[config.mk]
export PLATFORM = sky130hd
export DESIGN_NAME = oflc_top
export DESIGN_NICKNAME = d
export VERILOG_FILES = /design/src/oflc_ref_edge.v /design/src/oflc_top.v
export VERILOG_INCLUDE_DIRS = /design/src
export SDC_FILE = /design/constraint.sdc
export NUM_CORES = 1
export LEC_CHECK = 0
export BUFFER_PORTS_ARGS = -buffer_cell sky130_fd_sc_hd__buf_2
export CAP_MARGIN = 20
export CORE_MARGIN = 5
export CORE_UTILIZATION = 60
export DETAILED_ROUTE_END_ITERATION = 8
export HOLD_SLACK_MARGIN = 0.1
export PLACE_DENSITY_LB_ADDON = 0.05
export SYNTH_ARGS = -nofsm -noshare
export SYNTH_HDL_FRONTEND = slang
export SYNTH_SLANG_ARGS = --single-unit
[constraint.sdc]
create_clock -name clk -period 7.1 [get_ports clk]
set_input_delay 1.42 -clock clk [delete_from_list [all_inputs] [get_ports clk]]
set_output_delay 1.42 -clock clk [all_outputs]
set_load 0.05 [all_outputs]
[src/oflc_defines.vh]
// constants for the oscillator frequency-lock calibration block
`ifndef OFLC_DEFINES_VH
`define OFLC_DEFINES_VH
`define OFLC_ADDR_W 3
`define OFLC_OFS_CTRL 3'h0
`define OFLC_OFS_FINE 3'h2
`define OFLC_OFS_COARSE 3'h3
`define OFLC_OFS_CMP_LO 3'h4
`define OFLC_OFS_CMP_MID 3'h5
`define OFLC_OFS_CMP_HI 3'h6
`define OFLC_CTRL_EN_BIT 0
`define OFLC_FINE_W 7
`define OFLC_COARSE_W 6
`define OFLC_CMP_W 24
`define OFLC_FINE_MID 7'h40
// 32.0 MHz nominal over a 1.024 kHz reference
`define OFLC_CMP_RESET 24'h007A12
`endif

[src/oflc_ref_edge.v]
// reference clock synchroniser and rising edge pulse
`timescale 1ns/100ps
module oflc_ref_edge (
  // clock and reset
  input wire clk,
  input wire reset_n,
  // reference level in, edge pulse out
  input wire ref_in,
  output wire ref_rise
);
  reg sync1_ff;
  reg sync2_ff;
  reg sync3_ff;
  always @(posedge clk or negedge reset_n) begin
    if (!reset_n) begin
      sync1_ff <= 1'b0;
      sync2_ff <= 1'b0;
      sync3_ff <= 1'b0;
    end else begin
      sync1_ff <= ref_in;
      sync2_ff <= sync1_ff;
      sync3_ff <= sync2_ff;
    end
  end
  // edge taken only past the second stage
  assign ref_rise = sync2_ff & ~sync3_ff;
endmodule

[src/oflc_top.v]
// frequency-locked loop calibrating an internal oscillator against a reference
`timescale 1ns/100ps
`include "oflc_defines.vh"
// What this block does
// - reset clears the six-bit coarse field; the first clock after release loads it from factory data.
// - the loop never modifies the coarse field.
// - coarse writes are ignored while the loop is enabled.
// - compare value is target-to-reference ratio; reset is nominal at 1.024kHz.
// - compare split over three bytes, least significant byte lowest.
// - setting the enable bit starts automatic calibration.
// - full calibration is 13 bits: seven fine plus six coarse.
// - while disabled software writes both fields; oscillator follows them.
module oflc_top #(
  parameter CNT_W = `OFLC_CMP_W
) (
  // clock and reset
  input wire clk,
  input wire reset_n,
  // factory calibration data, sampled at reset release
  input wire [`OFLC_FINE_W-1:0] factory_fine,
  input wire [`OFLC_COARSE_W-1:0] factory_coarse,
  // oscillator cycle pulse and reference clock level
  input wire osc_tick,
  input wire ref_clk,
  // register port
  input wire [`OFLC_ADDR_W-1:0] reg_addr,
  input wire [7:0] reg_wdata,
  input wire reg_wr,
  input wire reg_rd,
  output reg [7:0] reg_rdata,
  // calibration to the oscillator
  output wire [`OFLC_FINE_W+`OFLC_COARSE_W-1:0] osc_cal
);
  reg en_ff;
  reg [`OFLC_FINE_W-1:0] fine_ff;
  reg [`OFLC_COARSE_W-1:0] coarse_ff;
  reg [`OFLC_CMP_W-1:0] cmp_ff;
  reg [CNT_W-1:0] cnt_ff;
  reg strap_ff;
  reg primed_ff;
  wire ref_rise;
  wire wr_ctrl = reg_wr && (reg_addr == `OFLC_OFS_CTRL);
  wire wr_fine = reg_wr && (reg_addr == `OFLC_OFS_FINE);
  wire wr_coarse = reg_wr && (reg_addr == `OFLC_OFS_COARSE);

  oflc_ref_edge u_ref (
    .clk(clk),
    .reset_n(reset_n),
    .ref_in(ref_clk),
    .ref_rise(ref_rise)
  );

  assign osc_cal = {coarse_ff, fine_ff};

  // factory data caught on the first clock after release
  always @(posedge clk or negedge reset_n) begin
    if (!reset_n)
      strap_ff <= 1'b1;
    else
      strap_ff <= 1'b0;
  end

  always @(posedge clk or negedge reset_n) begin
    if (!reset_n)
      en_ff <= 1'b0;
    else if (wr_ctrl)
      en_ff <= reg_wdata[`OFLC_CTRL_EN_BIT];
  end

  always @(posedge clk or negedge reset_n) begin
    if (!reset_n)
      coarse_ff <= {`OFLC_COARSE_W{1'b0}};
    else if (strap_ff)
      coarse_ff <= factory_coarse;
    else if (wr_coarse && !en_ff)
      coarse_ff <= reg_wdata[`OFLC_COARSE_W-1:0];
  end

  always @(posedge clk or negedge reset_n) begin
    if (!reset_n)
      cmp_ff <= `OFLC_CMP_RESET;
    else if (reg_wr) begin
      case (reg_addr)
        `OFLC_OFS_CMP_LO: cmp_ff[7:0] <= reg_wdata;
        `OFLC_OFS_CMP_MID: cmp_ff[15:8] <= reg_wdata;
        `OFLC_OFS_CMP_HI: cmp_ff[23:16] <= reg_wdata;
        default: cmp_ff <= cmp_ff;
      endcase
    end
  end

  // count oscillator cycles between reference edges
  always @(posedge clk or negedge reset_n) begin
    if (!reset_n) begin
      cnt_ff <= {CNT_W{1'b0}};
      primed_ff <= 1'b0;
    end else if (!en_ff) begin
      cnt_ff <= {CNT_W{1'b0}};
      primed_ff <= 1'b0;
    end else if (ref_rise) begin
      cnt_ff <= {{(CNT_W-1){1'b0}}, osc_tick};
      primed_ff <= 1'b1;
    end else if (osc_tick && (cnt_ff != {CNT_W{1'b1}}))
      cnt_ff <= cnt_ff + 1'b1;
  end

  // fine field: factory, software, or loop step
  always @(posedge clk or negedge reset_n) begin
    if (!reset_n)
      fine_ff <= {`OFLC_FINE_W{1'b0}};
    else if (strap_ff)
      fine_ff <= factory_fine;
    else if (!en_ff) begin
      if (wr_fine)
        fine_ff <= reg_wdata[`OFLC_FINE_W-1:0];
    // step by one, saturating at the ends
    end else if (ref_rise && primed_ff) begin
      if (cnt_ff < cmp_ff[CNT_W-1:0] && fine_ff != {`OFLC_FINE_W{1'b1}})
        fine_ff <= fine_ff + 1'b1;
      else if (cnt_ff > cmp_ff[CNT_W-1:0] && fine_ff != {`OFLC_FINE_W{1'b0}})
        fine_ff <= fine_ff - 1'b1;
    end
  end

  // read data one cycle after the strobe; reserved bits read zero
  always @(posedge clk or negedge reset_n) begin
    if (!reset_n)
      reg_rdata <= 8'h00;
    else if (reg_rd) begin
      case (reg_addr)
        `OFLC_OFS_CTRL: reg_rdata <= {7'h00, en_ff};
        `OFLC_OFS_FINE: reg_rdata <= {1'b0, fine_ff};
        `OFLC_OFS_COARSE: reg_rdata <= {2'b00, coarse_ff};
        `OFLC_OFS_CMP_LO: reg_rdata <= cmp_ff[7:0];
        `OFLC_OFS_CMP_MID: reg_rdata <= cmp_ff[15:8];
        `OFLC_OFS_CMP_HI: reg_rdata <= cmp_ff[23:16];
        default: reg_rdata <= 8'h00;
      endcase
    end else
      reg_rdata <= 8'h00;
  end
endmodule

==> results.json, run 1 <==
{
  "grt_pass1_vias": 3414,
  "dp.cells": 584,
  "cts_buffer_depth": 2,
  "firstDrtPassIters": 5,
  "postSynthNetCount": 511,
  "cts.sinks": 75,
  "drc": 0,
  "startpoint_type": "register",
  "worstPathArrival_ns": 4.55,
  "dp.final_hpwl_um": 7938,
  "die_h_um": 95.81,
  "regToRegEndpoint": "fine_ff[6]",
  "synth-seq-cells": 75,
  "avgSynthCellArea_sq_um": 9.818,
  "tritoncts": "yes",
  "final_nets": 557,
  "fin_crit_ns": 4.320,
  "port_buffers": 50,
  "r2r_slack_ns": 2.78,
  "hold_end": "u_ref.sync2_ff",
  "num_antenna_cells": 0,
  "final.setup.tns_ns": 0,
  "synth_edf_count": 0,
  "coreArea_sq_mm": 0.007214,
  "start_util_pct": 61.24,
  "post-route-period-util_pct": 60.84,
  "rsz0062_at_grt": "false",
  "peakVddDrop_mv": 0.2084,
  "clock_latency_ns": 0.35,
  "yosysWarnings": 0,
  "cts_setup_buffers": 0,
  "synth_seq_area_share_pct": 42.71,
  "status": "finished clean",
  "fmax_ghz": 0.2315,
  "ant_nets": 0,
  "grt_max_degree": 76,
  "crit_required_ns": 7.33,
  "cts_resized": 0,
  "holdCritStartpoint": "u_ref.sync1_ff",
  "via_per_inst": 5.923,
  "relSlewSlack_pct": 37.24,
  "worstHoldPathType": "register to register",
  "drv_slew": 0,
  "fin_util_pct": 68.63,
  "max-cap-violations": 0,
  "grt_pass1_wl_um": 17680,
  "final_cell_mix": "dfrtp_1, buf_2, nor2_1",
  "syn-cell-area_sq_mm": 0.004418,
  "setup_viol": 0,
  "r2r_start": "cmp_ff[1]",
  "drive_above_1_share_pct": 22.16,
  "hold_viol_final": 0,
  "rows": 31,
  "vias": 3554,
  "yosysUniqueCellTypes": 53,
  "gp_congestion": 0.8394,
  "crit_type": "register to register",
  "drt_first_iter_violations": 308,
  "p_leak_nw": 2.316,
  "r2r_cells": 16,
  "routed_wl_um": 10490,
  "path_clk_slew_ns": 0.07,
  "die_w_um": 95.81,
  "powerDensity_mw_per_mm2": 239.8,
  "grt_remaining_overflow": 0,
  "tightestPinTransition_ns": 0.9413,
  "end_kind": "register",
  "skew_ns": 0.01301,
  "clockRootBuffer": "clkbuf_8",
  "numCtsBuffers": 9,
  "ctsHoldBuffers": 0,
  "finalNonFillerCells": 600,
  "synthesis.instances": 450,
  "fill_cells": 564,
  "die_area_sq_mm": 0.009180,
  "holdPathStages": 0,
  "htree_num_levels": 3,
  "pin_count": 51,
  "layout_commonest_cell": "dfrtp_1",
  "cp_max_fo": 6,
  "area_growth_pct": 12.06,
  "yosys_most_used_dff": "dfrtp_1",
  "grt_usage_pct": 25.28,
  "antenna_found_initial": 0,
  "wl_per_cell_um": 17.49,
  "async_flop_share_pct": 100.0
}
==> metrics by stage <==
step	hold slack [ns]	setup WS, ns	total power, mW	area [sq um]
finish	0.3584	2.780	1.187	4951
global route	0.3739	2.469	1.255	4951
CTS	0.3614	2.781	1.192	4951
detailed placement	0.3363	2.849	0.8585	4748
global placement	0.3435	3.003	0.8468	4748
floorplan	0.3312	3.176	0.7579	4418
==> cell families (layout without fill, tap and decap cells) <==
logic type / after synthesis / count (layout) / share of synthesized area, %
flops: 75 / 75 / 42.71
buf+inv: 51 / 102 / 4.333
compound gates: 86 / 86 / 12.72
simple gates: 143 / 143 / 16.43
mux: 42 / 42 / 10.62
fa+ha+maj: 31 / 31 / 8.949
other cells: 1 / 1 / 0.08488
xor+xnor: 21 / 21 / 4.163
==> state kept, by name (all words and copies together), names as in the netlist <==
signal,flops
cmp_ff,24
cnt_ff,24
coarse_ff,6
en_ff,1
fine_ff,7
primed_ff,1
reg_rdata,8
strap_ff,1
u_ref.sync1_ff,1
u_ref.sync2_ff,1
u_ref.sync3_ff,1
==> final cells by class <==
| type | instances | area [sq um] | share of cell area, % |
|---|---|---|---|
| multi-input combinational | 324 | 2346 | 47.38 |
| sequential | 75 | 1887 | 38.11 |
| timing repair buffer | 51 | 260.3 | 5.257 |
| clock buffer | 10 | 137.6 | 2.780 |
| inverter | 35 | 131.4 | 2.654 |
| tap | 99 | 123.9 | 2.502 |
| clock inverter | 6 | 65.06 | 1.314 |
==> synthesized netlist by cell type, types with 5 or more instances <==
master    instances  share of area [%]
mux2_2           29                7.4
dfrtp_1          67                 38
clkbuf_1         15                1.3
xnor2_1          12                2.4
xor2_1            9                1.8
o21ai_0          29                3.3
nand4_1          14                2.0
inv_1            35                3.0
nand2_1          33                2.8
a222oi_1          5                1.1
dfstp_2           8                4.8
a21oi_1          26                2.9
ha_1             30                8.5
nor2b_1           6               0.85
nor2_1           45                3.8
or3_1             6               0.85
a22o_1            6                1.2
mux2i_1          12                2.7
nand3_1          12                1.4
==> worst max path at each step <==
stage / start / endpoint / slack, ns / cells after the start
after CTS: cmp_ff[1] / fine_ff[6] / 2.78 / 16
final: cmp_ff[1] / fine_ff[6] / 2.78 / 16
after global routing: cmp_ff[1] / fine_ff[6] / 2.47 / 16
after detailed placement: cmp_ff[1] / fine_ff[6] / 2.85 / 16
after global placement: cmp_ff[1] / fine_ff[6] / 3.00 / 16
after floorplan: cmp_ff[1] / fine_ff[6] / 3.18 / 16
==> critical path: stages (launching register included) <==
cell and delay, ns:
dfstp_2 0.54, inv_1 0.05, ha_1 0.30, nor2b_1 0.14, o211ai_1 0.17, a21oi_1 0.09
o31ai_1 0.45, nor3b_2 0.44, inv_1 0.22, fa_1 0.44, a21oi_1 0.14, nor2_1 0.05
nor2_1 0.13, o21ai_0 0.18, o32a_1 0.36, a32o_1 0.25, mux2_2 0.25
==> routing by layer <==
layer,vias to the layer above,part of all wire (%),GRT usage [%]
met5,-,0,0
met4,0,1.2,6.991
met3,11,5.7,4.848
met2,101,48,38.97
met1,1739,45,36.48
li1,1703,-,-
==> power breakdown <==
group | internal (mW) | switching, mW | total, mW
combinational | 0.114 | 0.191 | 0.305
sequential | 0.485 | 0.0607 | 0.546
clock | 0.172 | 0.165 | 0.337
total | 0.771 | 0.416 | 1.19
No activity file was read; power rests on OpenSTA's default activity.
==> run 2, diff against run 1 <==
- CORE_UTILIZATION: 60 -> 59
- clock period: 7.1 -> 4.4 ns (I/O delays scaled with it)
==> run 2 against run 1 <==
  * Count of clock-buffer cells in the layout rose by 1
  * Sequential share of layout area fell by 0.058 points
  * Flip-flop and latch count did not move
  * Power rose by 58%
  * Global-route usage rose by 0.39 points
  * Critical path depth did not move
  * Die area rose by 1.5%
  * Maximum frequency rose by 6.4%
  * Register-to-register slack got worse by 2.4 ns
  * Final cell count rose by 0.50%
  * Critical endpoint unchanged
  * Largest power group unchanged
==> results.json, run 2 (synthesis results as in run 1) <==
{
  "worstPathArrival_ns": 4.30,
  "clockRootBuffer": "clkbuf_8",
  "num_antenna_cells": 0,
  "fmax_ghz": 0.2464,
  "tritoncts": "yes",
  "p_leak_nw": 2.310,
  "vias": 3600,
  "relSlewSlack_pct": 42.87,
  "crit_required_ns": 4.64,
  "regToRegEndpoint": "fine_ff[6]",
  "crit_type": "register to register",
  "dp.final_hpwl_um": 8242,
  "pin_count": 51,
  "die_area_sq_mm": 0.009319,
  "final_cell_mix": "dfrtp_1, buf_2, nor2_1",
  "hold_viol_final": 0,
  "fin_crit_ns": 4.058,
  "drv_slew": 0,
  "cts_buffer_depth": 2,
  "holdPathStages": 0,
  "routed_wl_um": 10890,
  "grt_pass1_wl_um": 18040,
  "ant_nets": 0,
  "tightestPinTransition_ns": 0.8459,
  "firstDrtPassIters": 5,
  "gp_congestion": 0.9156,
  "via_per_inst": 5.970,
  "drc": 0,
  "end_kind": "register",
  "r2r_slack_ns": 0.34,
  "crit_chain": "inv_1 -> ha_1 -> a41o_1 -> a21oi_1 -> o211ai_1 -> a211o_1 -> nor3b_4 -> inv_1 -> fa_1 -> a21oi_1 -> nor2_1 -> nor2_1 -> o21ai_0 -> o32a_1 -> a32o_1 -> mux2_2",
  "port_buffers": 50,
  "coreArea_sq_mm": 0.007253,
  "grt_max_degree": 40,
  "grt_usage_pct": 25.68,
  "worstHoldPathType": "register to register",
  "cts.sinks": 75,
  "peakVddDrop_mv": 0.2710,
  "clock_latency_ns": 0.36,
  "fill_cells": 602,
  "die_h_um": 96.54,
  "place_area_sq_mm": 0.004753,
  "r2r_cells": 16,
  "startpoint_type": "register",
  "rows": 31,
  "grt_pass1_vias": 3540,
  "numCtsBuffers": 9,
  "die_w_um": 96.54,
  "max-cap-violations": 0,
  "skew_ns": 0.01210,
  "start_util_pct": 60.91,
  "wl_per_cell_um": 18.05,
  "holdCritStartpoint": "u_ref.sync1_ff",
  "critical-path-slowest-cell": "dfstp_2",
  "status": "finished clean",
  "antenna_found_initial": 0,
  "grt_remaining_overflow": 0,
  "cp_top_family": "compound AO/OA/AOI/OAI gates",
  "drive_above_1_share_pct": 22.62,
  "r2r_start": "cmp_ff[9]",
  "multiInputGateArea_sq_mm": 0.002357,
  "seq_area_sq_mm": 0.001887,
  "htree_num_levels": 3,
  "cp_max_fo": 6,
  "final.setup.tns_ns": 0,
  "hold_end": "u_ref.sync2_ff",
  "layout_commonest_cell": "dfrtp_1",
  "area_growth_pct": 12.23,
  "setup_viol": 0,
  "reg_top3": "cmp_ff (24), cnt_ff (24), reg_rdata (8)",
  "post-route-period-util_pct": 92.23,
  "crit_path_max_incr_delay_ns": 0.55,
  "cp.buffers_inverters": 2,
  "rsz0062_at_grt": "false",
  "path_clk_slew_ns": 0.09,
  "drt_first_iter_violations": 203,
  "design_area_sq_mm": 0.004959,
  "final_nets": 560,
  "powerDensity_mw_per_mm2": 377.3
}
## run 2: repair_timing
item,CTS,global route
setup endpoints to repair,0,1
hold buffers,0,0
setup buffers,0,2
gates resized for setup,0,2
## run 2: cell type report
class / count / share of cell area (%)
clock buffer: 11 / 2.851
clock inverter: 5 / 0.7570
inverter: 35 / 2.650
multi-input combinational: 324 / 47.54
sequential: 75 / 38.05
tap: 99 / 2.498
timing repair buffer: 54 / 5.652
## run 2: how the worst max path moves through the flow
stage          startpoint    endpoint  slack, ns  depth (start not counted)
6_report        cmp_ff[9]  fine_ff[6]       0.34                         16
5_1_grt         cmp_ff[9]  fine_ff[6]       0.03                         17
4_1_cts         cmp_ff[1]  fine_ff[6]       0.16                         16
3_5_place_dp    cmp_ff[1]  fine_ff[6]       0.17                         16
3_3_place_gp    cmp_ff[1]  fine_ff[6]       0.30                         16
2_1_floorplan   cmp_ff[1]  fine_ff[6]       0.48                         16
## run 2: routing by layer
metal | track usage, % | vias up | wire [um]
met1 | 34.40 | 1791 | 4825
met2 | 41.95 | 93 | 5328
met4 | 6.659 | 0 | 119
li1 | - | 1703 | -
met5 | 0 | - | 0
met3 | 6.119 | 13 | 613
## run 2: per-stage QoR
stage / hold WS [ns] / total power, mW / instances / utilization [%] / setup slack [ns]
finish: 0.3678 / 1.871 / 603 / 68.36 / 0.3419
CTS: 0.3741 / 1.877 / 601 / 68.00 / 0.1630
global placement: 0.3421 / 1.368 / 585 / 65.53 / 0.2976
floorplan: 0.3312 / 1.223 / 450 / - / 0.4757
detailed placement: 0.3364 / 1.387 / 585 / 65.53 / 0.1728
global route: 0.3852 / 1.969 / 603 / 68.36 / 0.02914
## run 2: power breakdown
part / total [mW] / internal [mW] / switching (mW)
clock network: 0.491 / 0.222 / 0.269
registers: 0.880 / 0.783 / 0.0970
logic: 0.500 / 0.185 / 0.315
## run 2: worst register-to-register path, delay by kind of cell (launching register included)
family          cells  cell delay (ns)
compound gates      8             1.75
fa+ha+maj           2             0.73
buf+inv             2             0.22
flops               1             0.55
mux                 1             0.25
simple gates        3             0.45
==> run 3, diff against run 2 <==
- clock period: 4.4 -> 4.6 ns (I/O delays scaled with it)
==> run 3 against run 2 <==
  * Flip-flop and latch count unchanged
  * Clock power fell by 4.5%
  * Maximum frequency shrank 3.4%
  * Critical path depth did not move
  * Via count fell by 0.19%
  * Core utilization decreased by 0.28 points
  * Register-to-register slack improved by 0.06 ns
  * Largest power group unchanged
==> results.json, run 3 (synthesis results as in run 1) <==
{
  "p_leak_nw": 2.308,
  "drt_first_iter_violations": 200,
  "r2r_start": "cmp_ff[1]",
  "final.setup.tns_ns": 0,
  "relSlewSlack_pct": 43.17,
  "max-cap-violations": 0,
  "crit_start": "cmp_ff[1]",
  "vias": 3593,
  "r2r_cells": 16,
  "ctsHoldBuffers": 0,
  "tightestPinTransition_ns": 0.8414,
  "grt_pass1_vias": 3540,
  "powerDensity_mw_per_mm2": 361.8,
  "cts_buffer_depth": 2,
  "place_area_sq_mm": 0.004753,
  "final_nets": 558,
  "cts.sinks": 75,
  "clock_latency_ns": 0.35,
  "worstPathArrival_ns": 4.44,
  "via_per_inst": 5.978,
  "peakVddDrop_mv": 0.2578,
  "critical_path.endpoint": "fine_ff[6]",
  "area_growth_pct": 11.78,
  "grt_remaining_overflow": 0,
  "fill_cells": 607,
  "fmax_ghz": 0.2381,
  "antenna_found_initial": 0,
  "rows": 31,
  "setup_viol": 0,
  "design_area_sq_mm": 0.004938,
  "routed_wl_um": 10830,
  "hold_viol_final": 0,
  "path_clk_slew_ns": 0.09,
  "ant_nets": 0,
  "r2r_slack_ns": 0.40,
  "htree_num_levels": 3,
  "end_kind": "register",
  "drv_slew": 0,
  "pin_count": 51,
  "num_antenna_cells": 0,
  "crit_type": "register to register",
  "grt_pass1_wl_um": 18040,
  "die_area_sq_mm": 0.009319,
  "skew_ns": 0.01195,
  "clockRootBuffer": "clkbuf_8",
  "status": "finished clean",
  "firstDrtPassIters": 5,
  "dp.final_hpwl_um": 8242,
  "die_w_um": 96.54,
  "startpoint_type": "register",
  "fin_crit_ns": 4.199,
  "hold_ws_ns": 0.3675,
  "crit_required_ns": 4.84,
  "dp.cells": 585,
  "grt_usage_pct": 25.68,
  "start_util_pct": 60.91,
  "finalNonFillerCells": 601,
  "worstHoldPathType": "register to register",
  "drive_above_1_share_pct": 22.11,
  "coreArea_sq_mm": 0.007253,
  "regToRegEndpoint": "fine_ff[6]",
  "post-route-period-util_pct": 91.29,
  "wl_per_cell_um": 18.02,
  "numCtsBuffers": 9,
  "fin_util_pct": 68.09,
  "final_cell_mix": "dfrtp_1, buf_2, nor2_1",
  "gp_congestion": 0.9157,
  "die_h_um": 96.54,
  "grt_max_degree": 40,
  "cp_max_fo": 6,
  "port_buffers": 50,
  "rsz0062_at_grt": "false",
  "layout_commonest_cell": "dfrtp_1",
  "drc": 0,
  "tritoncts": "yes",
  "reg_top3": "cmp_ff (24), cnt_ff (24), reg_rdata (8)"
}
==> run 3: changes by cell type in the layout (fill, tap and decap cells not counted), sizes merged <==
cell,change
buf,-2
==> run 3: how the worst min path moves through the flow <==
stage	start	to	slack, ns	depth (start not counted)
finish	u_ref.sync1_ff	u_ref.sync2_ff	0.37	0
global route	u_ref.sync1_ff	u_ref.sync2_ff	0.39	0
CTS	u_ref.sync1_ff	u_ref.sync2_ff	0.37	0
detailed placement	u_ref.sync1_ff	u_ref.sync2_ff	0.34	0
global placement	u_ref.sync1_ff	u_ref.sync2_ff	0.34	0
floorplan	u_ref.sync1_ff	u_ref.sync2_ff	0.33	0
==> run 3: per-stage QoR <==
| step | power, mW | setup slack, ns |
|---|---|---|
| final | 1.787 | 0.4005 |
| after global routing | 1.883 | 0.06667 |
| after CTS | 1.795 | 0.3630 |
| after detailed placement | 1.327 | 0.3728 |
| after global placement | 1.309 | 0.4976 |
| after floorplan | 1.170 | 0.6757 |
==> run 3: layer usage <==
layer / share of wire, % / global-route usage, % / vias to the layer above
li1: - / - / 1691
met1: 44 / 34.40 / 1796
met2: 49 / 41.95 / 93
met3: 5.3 / 6.119 / 13
met4: 1.1 / 6.659 / 0
met5: 0 / 0 / -
==> run 3: repair_timing <==
| item | in CTS | in global routing |
|---|---|---|
| resized for setup | 0 | 1 |
| buffers inserted | 0 | 0 |
| setup endpoints to repair | 0 | 1 |
==> run 3: power by group <==
part	total [mW]	internal, mW	switching, mW
clock network	0.469	0.213	0.256
logic	0.477	0.177	0.299
registers	0.841	0.749	0.0928
==> run 3: critical path: stages, from the launching register on <==
cell	delay (ns)
dfstp_2	0.54
inv_1	0.05
ha_1	0.29
nor2b_1	0.13
o211ai_1	0.16
a21oi_1	0.09
o31ai_1	0.46
nor3b_4	0.38
inv_1	0.20
fa_1	0.43
a21oi_1	0.14
nor2_1	0.05
nor2_1	0.14
o21ai_0	0.18
o32a_1	0.36
a32o_1	0.24
mux2_2	0.25
==> run 3: area by class of cell <==
cell class,instances,area [sq um],share of cell area (%)
flip-flops and latches,75,1887,38.21
well taps,99,123.9,2.508
multi-input cells,324,2352,47.63
clock inverters,5,37.54,0.7601
repair buffers,52,265.3,5.371
inverters,35,131.4,2.660
clock buffers,11,141.4,2.863
